### src/core/dapg_pkg.sv
// package of constants and types for the dual converter register block
// **************************************************************
// Contract
// - result registers hold latest result, read only
// - results frozen during read, newest caught
// - three result bytes refresh together per period
// - channel 0 at 0x00-0x02, channel 1 at 0x03-0x05
// - phase register 0x07, signed, resets zero
// - positive code delays channel 0 behind 1
// - delay equals code times modulator period
// - sign bit and range follow oversampling ratio
// - gain register 0x08 field layout, resets zero
// - gain codes 1..32, reserved codes gain one
// - bias_double bits double channel bias currents
// - latency bit suppresses first three pulses
// - idle ready pin driven high or released
// - modes 01/10/11 pick channel, independent
// - 11 both, 10 ch1, 01 ch0, 00 lagging
// - independent modes capture read channel at start
// - linked mode captures both at lagging event
// - linked pair held during host read
// - linked pair acts as one 48-bit result
// - linked mode: channel off means no pulses
// - unlinked: off channel's pulses simply absent
// - ratio field 00=32 01=64 10=128 11=256
// **************************************************************
package dapg_pkg;
   localparam int unsigned ADDR_W = 8;
   localparam logic [3:0] IDX_CH0_B2 = 4'h0;
   localparam logic [3:0] IDX_CH0_B0 = 4'h2;
   localparam logic [3:0] IDX_CH1_B2 = 4'h3;
   localparam logic [3:0] IDX_CH1_B0 = 4'h5;
   localparam logic [3:0] IDX_PHASE = 4'h7;
   localparam logic [3:0] IDX_GAIN = 4'h8;
   localparam logic [3:0] IDX_STATUS = 4'h9;
   localparam logic [3:0] IDX_CONFIG = 4'ha;
   localparam logic [7:0] PHASE_RST = 8'h00;
   localparam logic [7:0] GAIN_RST = 8'h00;
   // status: bit5 latency, bit4 idle drive, bits3:2 ready mode
   localparam logic [7:0] STATUS_RST = 8'h20;
   localparam int unsigned ST_LAT = 5;
   localparam int unsigned ST_IDLE = 4;
   localparam int unsigned ST_MODE = 2;
   // config: bits5:4 ratio, bits3:2 reset per channel, bits1:0 shutdown
   localparam logic [7:0] CONFIG_RST = 8'h10;
   localparam int unsigned CF_OSR = 4;
   localparam int unsigned CF_RST = 2;
   localparam int unsigned CF_SHD = 0;
   localparam int unsigned GN_CH1 = 5;
   localparam int unsigned GN_BST = 3;
   localparam int unsigned GN_CH0 = 0;
   localparam logic [1:0] OSR_32 = 2'h0;
   localparam logic [1:0] OSR_64 = 2'h1;
   localparam logic [1:0] OSR_128 = 2'h2;
   localparam logic [1:0] OSR_256 = 2'h3;
   localparam logic [1:0] MODE_LINKED = 2'h0;
   localparam logic [1:0] MODE_CH0 = 2'h1;
   localparam logic [1:0] MODE_CH1 = 2'h2;
   localparam logic [1:0] MODE_BOTH = 2'h3;
   localparam logic [1:0] SETTLE_PERIODS = 2'h3;
   // modulator clock divider; output rate is modulator rate / ratio
   localparam int unsigned CLK_HZ = 50000000;
   localparam int unsigned MOD_HZ = 1000000;
   localparam logic [5:0] MOD_DIV = 6'(CLK_HZ / MOD_HZ);
   typedef struct packed {
      logic [7:0] phase;
      logic [7:0] gain;
      logic [7:0] status;
      logic [7:0] config_r;
      logic [23:0] res0;
      logic [23:0] res1;
      logic [23:0] pend0;
      logic [23:0] pend1;
      logic pendV0;
      logic pendV1;
      logic [5:0] divCnt;
      logic [8:0] modCnt;
      logic [8:0] dly0;
      logic dlyRun0;
      logic [1:0] settle0;
      logic [1:0] settle1;
      logic seen0;
      logic seen1;
      logic readyPulse;
      logic [31:0] prdata;
   } dapg_state_t;
   typedef struct packed {
      logic [2:0] ampGainCh0;
      logic [2:0] ampGainCh1;
      logic [5:0] gainFactorCh0;
      logic [5:0] gainFactorCh1;
      logic [1:0] biasDouble;
      logic [8:0] ratio;
      logic signed [8:0] phaseDelay;
   } dapg_analog_t;
endpackage : dapg_pkg

### src/core/dapg_core.sv
// register and data-ready logic of the dual converter front end
`timescale 1ns/1ps
module dapg_core
   import dapg_pkg::*;
(
   input wire logic clk, // 50 MHz clock
   input wire logic resetn, // async reset, active low
   input wire logic psel, // apb select
   input wire logic penable, // apb enable
   input wire logic pwrite, // apb direction
   input wire logic [ADDR_W-1:0] paddr, // apb byte address
   input wire logic [31:0] pwdata, // apb write data
   input wire logic [3:0] pstrb, // apb byte strobes
   output logic pready, // apb ready
   output logic [31:0] prdata, // apb read data
   output logic pslverr, // apb error
   input wire logic [23:0] convData0, // channel 0 conversion result
   input wire logic [23:0] convData1, // channel 1 conversion result
   input wire logic hostReadActive, // serial read transaction in progress
   output logic modulatorTick, // one pulse per modulator period
   output logic rateTick, // one pulse per output-rate period
   output logic convStrobe0, // sample channel 0 now (shifted by the phase code)
   output logic convStrobe1, // sample channel 1 now
   output logic dataReadyPinOut, // ready pin level, low is ready
   output logic dataReadyPinOe, // ready pin drive enable
   output dapg_analog_t analogCtrl // amplifier and timing settings
);
   // **************************************************************
   // functions
   // **************************************************************
   function automatic logic [8:0] ratioOf(input logic [1:0] code);
      logic [8:0] r;
      r = 9'h040;
      case (code)
         OSR_32: r = 9'h020;
         OSR_64: r = 9'h040;
         OSR_128: r = 9'h080;
         default: r = 9'h100;
      endcase
      return r;
   endfunction : ratioOf

   // sign position moves down as the ratio grows, range shrinks
   function automatic logic signed [8:0] phaseOf(input logic [7:0] p, input logic [1:0] oversampling_ratio);
      logic signed [8:0] v;
      v = 9'sh000;
      case (oversampling_ratio)
         OSR_32: v = {p[7], p};
         OSR_64: v = {{3{p[6]}}, p[5:0]};
         OSR_128: v = {{4{p[5]}}, p[4:0]};
         default: v = {{5{p[4]}}, p[3:0]};
      endcase
      return v;
   endfunction : phaseOf

   function automatic logic [5:0] gainOf(input logic [2:0] c);
      logic [5:0] g;
      g = 6'h01;
      if (c <= 3'h5) begin
         g = 6'(6'h01 << c);
      end
      return g;
   endfunction : gainOf

   function automatic logic [7:0] byteOf(input logic [23:0] w, input logic [1:0] n);
      logic [7:0] b;
      b = w[7:0];
      if (n == 2'h0) begin
         b = w[23:16];
      end else if (n == 2'h1) begin
         b = w[15:8];
      end
      return b;
   endfunction : byteOf

   // **************************************************************
   // state
   // **************************************************************
   dapg_state_t s;
   dapg_state_t next_s;
   logic [3:0] idx;
   logic [1:0] mode;
   logic off0;
   logic off1;
   logic signed [8:0] ph;
   logic [8:0] ratio;
   logic ev0;
   logic ev1;
   logic linkedEv;
   logic pulse;
   logic access;

   assign idx = paddr[5:2];
   assign access = psel && penable;
   assign mode = s.status[ST_MODE+:2];
   assign off0 = s.config_r[CF_RST] || s.config_r[CF_SHD];
   assign off1 = s.config_r[CF_RST+1] || s.config_r[CF_SHD+1];
   assign ph = phaseOf(s.phase, s.config_r[CF_OSR+:2]);
   assign ratio = ratioOf(s.config_r[CF_OSR+:2]);
   assign pready = 1'b1;
   assign pslverr = 1'b0;
   assign prdata = s.prdata;
   assign modulatorTick = (s.divCnt == 6'h00);
   assign rateTick = modulatorTick && (s.modCnt == 9'h000);

   always_comb begin
      analogCtrl.ampGainCh0 = s.gain[GN_CH0+:3];
      analogCtrl.ampGainCh1 = s.gain[GN_CH1+:3];
      analogCtrl.gainFactorCh0 = gainOf(s.gain[GN_CH0+:3]);
      analogCtrl.gainFactorCh1 = gainOf(s.gain[GN_CH1+:3]);
      analogCtrl.biasDouble = s.gain[GN_BST+:2];
      analogCtrl.ratio = ratio;
      analogCtrl.phaseDelay = ph;
   end

   // channel 1 is the reference; a positive code delays channel 0
   assign convStrobe1 = rateTick && !off1;
   assign convStrobe0 = !off0 && modulatorTick &&
      ((ph <= 9'sh000) ? (s.modCnt == 9'(ratio + 9'(ph))) || (ph == 9'sh000 && rateTick)
                       : (s.dlyRun0 && s.dly0 == 9'h001));

   // **************************************************************
   // data-ready selection
   // **************************************************************
   assign ev0 = convStrobe0 && (s.settle0 == 2'h0 || !s.status[ST_LAT]);
   assign ev1 = convStrobe1 && (s.settle1 == 2'h0 || !s.status[ST_LAT]);
   // linked pair is ready when the later of the two has arrived
   assign linkedEv = !off0 && !off1 &&
      ((ev0 && (s.seen1 || ev1)) || (ev1 && s.seen0));

   always_comb begin
      pulse = 1'b0;
      case (mode)
         MODE_LINKED: pulse = linkedEv;
         MODE_CH0: pulse = ev0;
         MODE_CH1: pulse = ev1;
         default: pulse = ev0 || ev1;
      endcase
   end

   // low while ready; idle is driven high or released for a shared pull-up
   assign dataReadyPinOut = !s.readyPulse;
   assign dataReadyPinOe = s.readyPulse || s.status[ST_IDLE];

   // **************************************************************
   // next state
   // **************************************************************
   always_comb begin
      next_s = s;
      next_s.readyPulse = pulse;
      next_s.divCnt = modulatorTick ? 6'(MOD_DIV - 6'h01) : 6'(s.divCnt - 6'h01);
      if (modulatorTick) begin
         next_s.modCnt = (s.modCnt == 9'(ratio - 9'h001)) ? 9'h000 : 9'(s.modCnt + 9'h001);
         if (s.dlyRun0) begin
            next_s.dly0 = 9'(s.dly0 - 9'h001);
            next_s.dlyRun0 = (s.dly0 != 9'h001);
         end
      end
      if (rateTick && ph > 9'sh000) begin
         next_s.dly0 = 9'(ph);
         next_s.dlyRun0 = 1'b1;
      end
      if (convStrobe0 && s.settle0 != 2'h0) begin
         next_s.settle0 = 2'(s.settle0 - 2'h1);
      end
      if (convStrobe1 && s.settle1 != 2'h0) begin
         next_s.settle1 = 2'(s.settle1 - 2'h1);
      end
      if (off0) begin
         next_s.settle0 = SETTLE_PERIODS;
      end
      if (off1) begin
         next_s.settle1 = SETTLE_PERIODS;
      end
      // linked pairing tracker
      if (linkedEv || off0 || off1) begin
         next_s.seen0 = 1'b0;
         next_s.seen1 = 1'b0;
      end else begin
         if (ev0) begin
            next_s.seen0 = 1'b1;
         end
         if (ev1) begin
            next_s.seen1 = 1'b1;
         end
      end
      // capture into pending; all three bytes move at once
      if (mode == MODE_LINKED) begin
         if (linkedEv) begin
            next_s.pend0 = convData0;
            next_s.pend1 = convData1;
            next_s.pendV0 = 1'b1;
            next_s.pendV1 = 1'b1;
         end
      end else begin
         if (convStrobe0) begin
            next_s.pend0 = convData0;
            next_s.pendV0 = 1'b1;
         end
         if (convStrobe1) begin
            next_s.pend1 = convData1;
            next_s.pendV1 = 1'b1;
         end
      end
      // frozen during a read; newest kept pending and applied after
      if (!hostReadActive) begin
         if (s.pendV0) begin
            next_s.res0 = s.pend0;
            next_s.pendV0 = (mode == MODE_LINKED) ? linkedEv : convStrobe0;
         end
         if (s.pendV1) begin
            next_s.res1 = s.pend1;
            next_s.pendV1 = (mode == MODE_LINKED) ? linkedEv : convStrobe1;
         end
      end
      // register access, decode by word index
      if (access && pwrite && pstrb[0]) begin
         if (idx == IDX_PHASE) begin
            next_s.phase = pwdata[7:0];
         end else if (idx == IDX_GAIN) begin
            next_s.gain = pwdata[7:0];
         end else if (idx == IDX_STATUS) begin
            next_s.status = {2'h0, pwdata[5:2], 2'h0};
         end else if (idx == IDX_CONFIG) begin
            next_s.config_r = {2'h0, pwdata[5:0]};
         end
         // result addresses fall through untouched
      end
      // load in the setup cycle so the word already stands at the access edge
      if (psel && !penable && !pwrite) begin
         if (idx >= IDX_CH0_B2 && idx <= IDX_CH0_B0) begin
            next_s.prdata = {24'h000000, byteOf(s.res0, idx[1:0])};
         end else if (idx >= IDX_CH1_B2 && idx <= IDX_CH1_B0) begin
            next_s.prdata = {24'h000000, byteOf(s.res1, 2'(idx - IDX_CH1_B2))};
         end else if (idx == IDX_PHASE) begin
            next_s.prdata = {24'h000000, s.phase};
         end else if (idx == IDX_GAIN) begin
            next_s.prdata = {24'h000000, s.gain};
         end else if (idx == IDX_STATUS) begin
            next_s.prdata = {24'h000000, s.status};
         end else if (idx == IDX_CONFIG) begin
            next_s.prdata = {24'h000000, s.config_r};
         end else begin
            next_s.prdata = 32'h00000000;
         end
      end
   end

   always_ff @(posedge clk or negedge resetn) begin
      if (!resetn) begin
         s <= '0;
         s.phase <= PHASE_RST;
         s.gain <= GAIN_RST;
         s.status <= STATUS_RST;
         s.config_r <= CONFIG_RST;
         s.settle0 <= SETTLE_PERIODS;
         s.settle1 <= SETTLE_PERIODS;
      end else begin
         s <= next_s;
      end
   end
endmodule : dapg_core

### config.mk
export PLATFORM = sky130hd
export DESIGN_NAME = dapg_core
export DESIGN_NICKNAME = d
export VERILOG_FILES = /design/src/core/dapg_pkg.sv /design/src/core/dapg_core.sv
export SDC_FILE = /design/constraint.sdc
export NUM_CORES = 1
export LEC_CHECK = 0
export BUFFER_PORTS_ARGS = -buffer_cell sky130_fd_sc_hd__clkbuf_2
export CORE_UTILIZATION = 29
export CTS_BUF_LIST = sky130_fd_sc_hd__clkbuf_8
export DETAILED_ROUTE_END_ITERATION = 8
export REMOVE_ABC_BUFFERS = 1
export SYNTH_ARGS = -nofsm -noshare
export SYNTH_HDL_FRONTEND = slang
export SYNTH_SLANG_ARGS = --single-unit
export TNS_END_PERCENT = 5
### constraint.sdc
create_clock -name clk -period 12.1 [get_ports clk]
set_clock_uncertainty 0.2 [all_clocks]
set_input_delay 1.21 -clock clk [delete_from_list [all_inputs] [get_ports clk]]
set_output_delay 1.21 -clock clk [all_outputs]
set_load 0.05 [all_outputs]
# Yosys cells after proc, flatten, opt, wreduce, memory -nomap -nowiden
# Cells that the tools add are included.
[totals]
ff_bits = 188
in_bits = 98
output_inout_bits = 78
[op_classes]
add_sub_neg = 8
order_cmp = 8
n_eq_ne = 15
shifts = 2
n_mux = 39
bitwise_logic = 4
n_reduce_logical = 67
[op_table]
columns = ["op", "n"]
rows = [
  ["two-way mux 50 bit", 2],
  ["two-way mux 8 bit", 8],
  ["one-hot mux 9 bit (3 select lines)", 2],
  ["two-way mux 24 bit", 2],
  ["two-way mux 10 bit", 3],
  ["two-way mux 6 bit", 5],
  ["logical AND 1 bit", 22],
  ["nonzero test 2 bit", 10],
  ["equality test 9 bit", 2],
  ["zero test 9 bit", 2],
  ["subtractor 9 x 1 -> 9 bit (second input constant)", 2],
  ["equality test 4 bit (second input constant)", 3],
  ["zero test 2 bit", 6],
  ["two-way mux 2 bit", 6],
  ["AND reduction 2 bit", 6],
  ["left shift 1 x 3 -> 6 bit (first input constant)", 2],
  ["logical OR 1 bit", 11],
  ["adder 9 x 1 -> 9 bit (second input constant)", 1],
  ["adder 9 bit", 1],
  ["equality test 9 x 1 -> 1 bit (second input constant)", 1],
  ["greater-than comparator 9 x 1 -> 1 bit (second input constant)", 1],
  ["<= comparator 9 x 1 -> 1 bit (second input constant)", 1],
  ["two-way mux 1 bit", 9],
  ["two-way mux 9 bit", 1],
  ["20 further kinds", 34],
]

# Logic depth before layout (Yosys ltp)
[logic_depth]
depth_word = 15
mapped_depth = 13

# Least setup slack after synthesis
# No wires, ideal clock.
[synth_timing]
kind = "register to output"
from = "register s[166] in the netlist's numbering"
to = "output port convStrobe0"
arrival_ps = 3900
t_required_ps = 10690
path_slack_ps = 6790
path_stages_with_launch = 10
n_path_buf = 1
path_cell_list = "dfstp_2 buf_6 nor2b_1 ha_1 a21o_1 a21oi_2 xnor3_1 or4_4 and2_4 nor2_1"
[synth_rtl]
columns = ["element", "line_no", "text"]
rows = [
  ["from (decl)", "dapg_core.sv:79", "dapg_state_t s;"],
  ["from (signal assigned)", "dapg_core.sv:259", "s <= next_s;"],
  ["to (decl)", "dapg_core.sv:22", "output logic convStrobe0,"],
]

# Worst setup path after layout
[layout_timing]
from = "register s[166] in the netlist's numbering"
to = "output port convStrobe0"
[layout_via]
elab_chain_cells = 7
[layout_rtl]
columns = ["element", "line_no", "text"]
rows = [
  ["equality test 2 bit (tied with other cells)", "dapg_core.sv:34, dapg_core.sv:47", ""],
  ["one-hot mux 9 bit (3 select lines) (on tied branches)", "dapg_core.sv:34, dapg_core.sv:47", ""],
  ["adder 9 bit or zero test 9 bit (tied branches)", "dapg_core.sv:119", "((ph <= 9'sh000) ? (s.modCnt == 9'(ratio + 9'(ph))) || (ph == 9'sh000 && rateTick)"],
  ["equality test 9 bit or logical AND 1 bit (tied branches)", "dapg_core.sv:119", ""],
  ["logical OR 1 bit", "dapg_core.sv:119", ""],
  ["two-way mux 1 bit *", "dapg_core.sv:119", ""],
  ["logical AND 1 bit *", "dapg_core.sv:118", "assign convStrobe0 = !off0 && modulatorTick &&"],
]
# Mark *: on every way between the ends. The rest lies on a longest branch, timed or not.

==> out/results.ini <==
[detailed_routing]
postRouteAntennaNets = 0
vias = 5567
dr.pass1.iters = 4
avgViaCountPerCell = 4.57
detailed_route_iter0_violations = 330
drc_errors = 0
detail_route.wirelength_um = 19200
drt-wirelength-per-cell_um = 15.8

[clocking]
post_cts_resized = 0
cts.root.buffer_cell = sky130_fd_sc_hd__clkbuf_8
cts-htree-levels = 4
clkTransAtPathRegs_ns = 0.11
cts_tree = built
cts_num_sinks = 164
cts-buffers-inserted = 17
post-cts-setup-buffers = 0
max_root_sink_buffers = 2
clk_latency_ns = 0.47
cts-hold-fix-buffers = 0

[die]
die_x_um = 174
placement_rows = 62
floorplan.io_pins = 176
die_height_um = 174
start_util_pct = 29.7
floorplan.die_area_um2 = 30200
core_region_area_um2 = 28900

[synthesis]
ys_warnings = 0
ys_seq_elements = 164
yosys.cell_count.top_type = sky130_fd_sc_hd__dfrtp_1
synthDominantCellAreaShare_pct = 46.2
synth.area.top_cells = sky130_fd_sc_hd__dfrtp_1 46%, sky130_fd_sc_hd__mux2_2 12%, sky130_fd_sc_hd__mux2_4 6.7%, sky130_fd_sc_hd__buf_4 4.6%, sky130_fd_sc_hd__mux2i_1 2.9%
async_reset_ff_share_pct = 100
yosys-top-cells-count = 158 x sky130_fd_sc_hd__dfrtp_1, 89 x sky130_fd_sc_hd__mux2_2, 53 x sky130_fd_sc_hd__buf_4, 53 x sky130_fd_sc_hd__nor2_1, 38 x sky130_fd_sc_hd__mux2_4
yosys.area.top_type = sky130_fd_sc_hd__dfrtp_1
syn_area_um2 = 8560
yosysSeqAreaShare_pct = 48.0
dominantRegCellSynth = sky130_fd_sc_hd__dfrtp_1
post_synth_edffs = 0
count_of_unique_library_cells_instantiated_by_yosys = 58
post_synth.cell_area_avg_um2 = 11.6
synthesis.instances = 740

[sta]
slew_of_the_pin_with_the_lowest_slew_margin_ns = 1.13
finalWorstPathRequiredPeriod_ns = 5.62
final_critical_path_setup_slack_ns = 6.48
post-route-period-util_pct = 46.4
report.final.setup_viol = 0
tns_ns = 0
rsz0062_at_grt = no
finalHoldViolCount = 0
timing.fmax_mhz = 178
final-max-slew-violation-count = 0
timing.max_slew.rel_slack_pct = 24.3

[worst_setup_path]
worstPathMaxFanout = 10
worst_ep_arrival_time_ns = 4.21
critical_path_class = flip-flop to output pin
critical_path.endpoint_type = output pin
cp_data_required_time_ns = 10.69
critPathLaunchType = flip-flop

[layout]
finalNetCount = 929
instances_no_fill = 1217
finalCoreUtilization_pct = 33.4
layout-drive-gt1-share_pct = 36.2
filler_cell_count = 2933
layout-area-overhead-vs-synth_pct = 12.7

[global_route]
gr-usage-all-layers_pct = 13.2
pin_count_of_the_biggest_net_entering_global_routing = 94
first_global_vias = 5295
number_of_antenna_violations_at_the_first_check_in_global_routing = 1
grt-ovfl-total = 0
wire_length_of_the_first_global_routing_pass_um = 30700

[job]
max_cap_viol_count = 0

[place]
dp.cells = 1184
placement.setup.worst_slack_ns = 7.08
buffer_ports.inserted = 113
gpl.final_weighted_congestion = 0.794
hpwl_um = 13700

[power]
cellPowerDensity_nw_per_um2 = 124
power.leakage_uw = 0.00472
vdd_ir_drop_max_mv = 0.0625

[run_status]
outcome = complete, no violations

[worst_hold_path]
hold_path.class = flip-flop to flip-flop

logic make-up after synthesis:
| logic type | synth area share, % |
|---|---|
| AND/OR/NAND/NOR | 10.2 |
| flip-flops | 48.0 |
| multiplexers | 21.6 |
| buffers and inverters | 7.90 |
| AO/OA/AOI/OAI | 7.72 |
| XOR/XNOR | 2.62 |
| adder cells (fa/ha/maj) | 1.84 |
| other | 0.0878 |
worst max-delay path: stages, from the launching register on:
cell	delay (ns)
sky130_fd_sc_hd__dfstp_2	0.69
sky130_fd_sc_hd__mux2_2	0.36
sky130_fd_sc_hd__o21ai_0	0.36
sky130_fd_sc_hd__inv_1	0.17
sky130_fd_sc_hd__ha_1	0.36
sky130_fd_sc_hd__a21oi_2	0.16
sky130_fd_sc_hd__xnor3_1	0.32
sky130_fd_sc_hd__or4_4	0.58
sky130_fd_sc_hd__and2_4	0.19
sky130_fd_sc_hd__nor2_1	0.23
sky130_fd_sc_hd__clkbuf_2	0.33
sequential cells by signal (all words and copies together), names as in the netlist:
register    flops
s             146
analogCtrl      8
prdata          8
mode            2
per-layer routing:
layer | part of all wire [%] | up-vias | track usage [%]
li1 | - | 2687 | -
met1 | 47 | 2734 | 17.8
met2 | 47 | 135 | 21.0
met3 | 5.5 | 11 | 3.73
met4 | 0.84 | 0 | 2.96
met5 | 0 | - | 0
final cells by class:
type | count | area [µm²] | area share, %
timing repair buffer | 120 | 624 | 6.48
multi-input combinational | 492 | 3890 | 40.4
antenna | 1 | 2.50 | 0.0260
sequential | 164 | 4110 | 42.6
tap | 384 | 480 | 4.98
inverter | 24 | 90.1 | 0.934
clock inverter | 15 | 203 | 2.10
clock buffer | 17 | 234 | 2.43
final timing paths:
check / start / end / slack (ns) / cells after the start
max reg2reg: s[166] / s[92] / 7.56 / 11
min: s[65] / s[65] / 0.28 / 1
min in group asynchronous: resetn / s[86] / 0.60 / 1
min reg2reg: s[65] / s[65] / 0.28 / 1
max: s[166] / convStrobe0 / 6.48 / 10
max in group asynchronous: resetn / s[50] / 9.64 / 2
placed cells by master, fill, tap and decap left out, drive strengths merged, types with 2 or more instances in the layout:
master	synthesis	final
a211oi	16	16
a21o	7	7
a21oi	30	30
a221oi	5	5
a22oi	2	2
a32oi	3	3
and2	4	4
and3	6	6
and3b	4	4
buf	62	8
clkbuf	27	129
clkinv	0	6
conb	2	31
dfrtp	158	158
dfstp	6	6
ha	11	11
inv	24	32
mux2	127	127
mux2i	25	25
nand2	37	37
nand2b	5	5
nand3	13	13
nand4	6	6
nand4b	2	2
nor2	53	53
nor2b	10	10
nor3	11	11
nor3b	9	9
nor4	6	6
o211ai	2	2
o21ai	19	19
o22ai	7	7
o32ai	2	2
or2	2	2
xnor2	18	18
xor2	5	5
metrics by stage:
stage	hold WS (ns)	area, µm²	power, µW
finish	0.283	9640	1190
global route	0.322	9640	1250
CTS	0.287	9640	1210
detailed placement	0.263	9200	774
global placement	0.251	9200	772
floorplan	0.242	8080	709
power breakdown:
part / switching, µW / internal [µW] / total (µW)
Clock: 251 / 181 / 432
Combinational: 132 / 47.5 / 179
Sequential: 20.1 / 562 / 582
No activity file was read; power rests on OpenSTA's default activity.
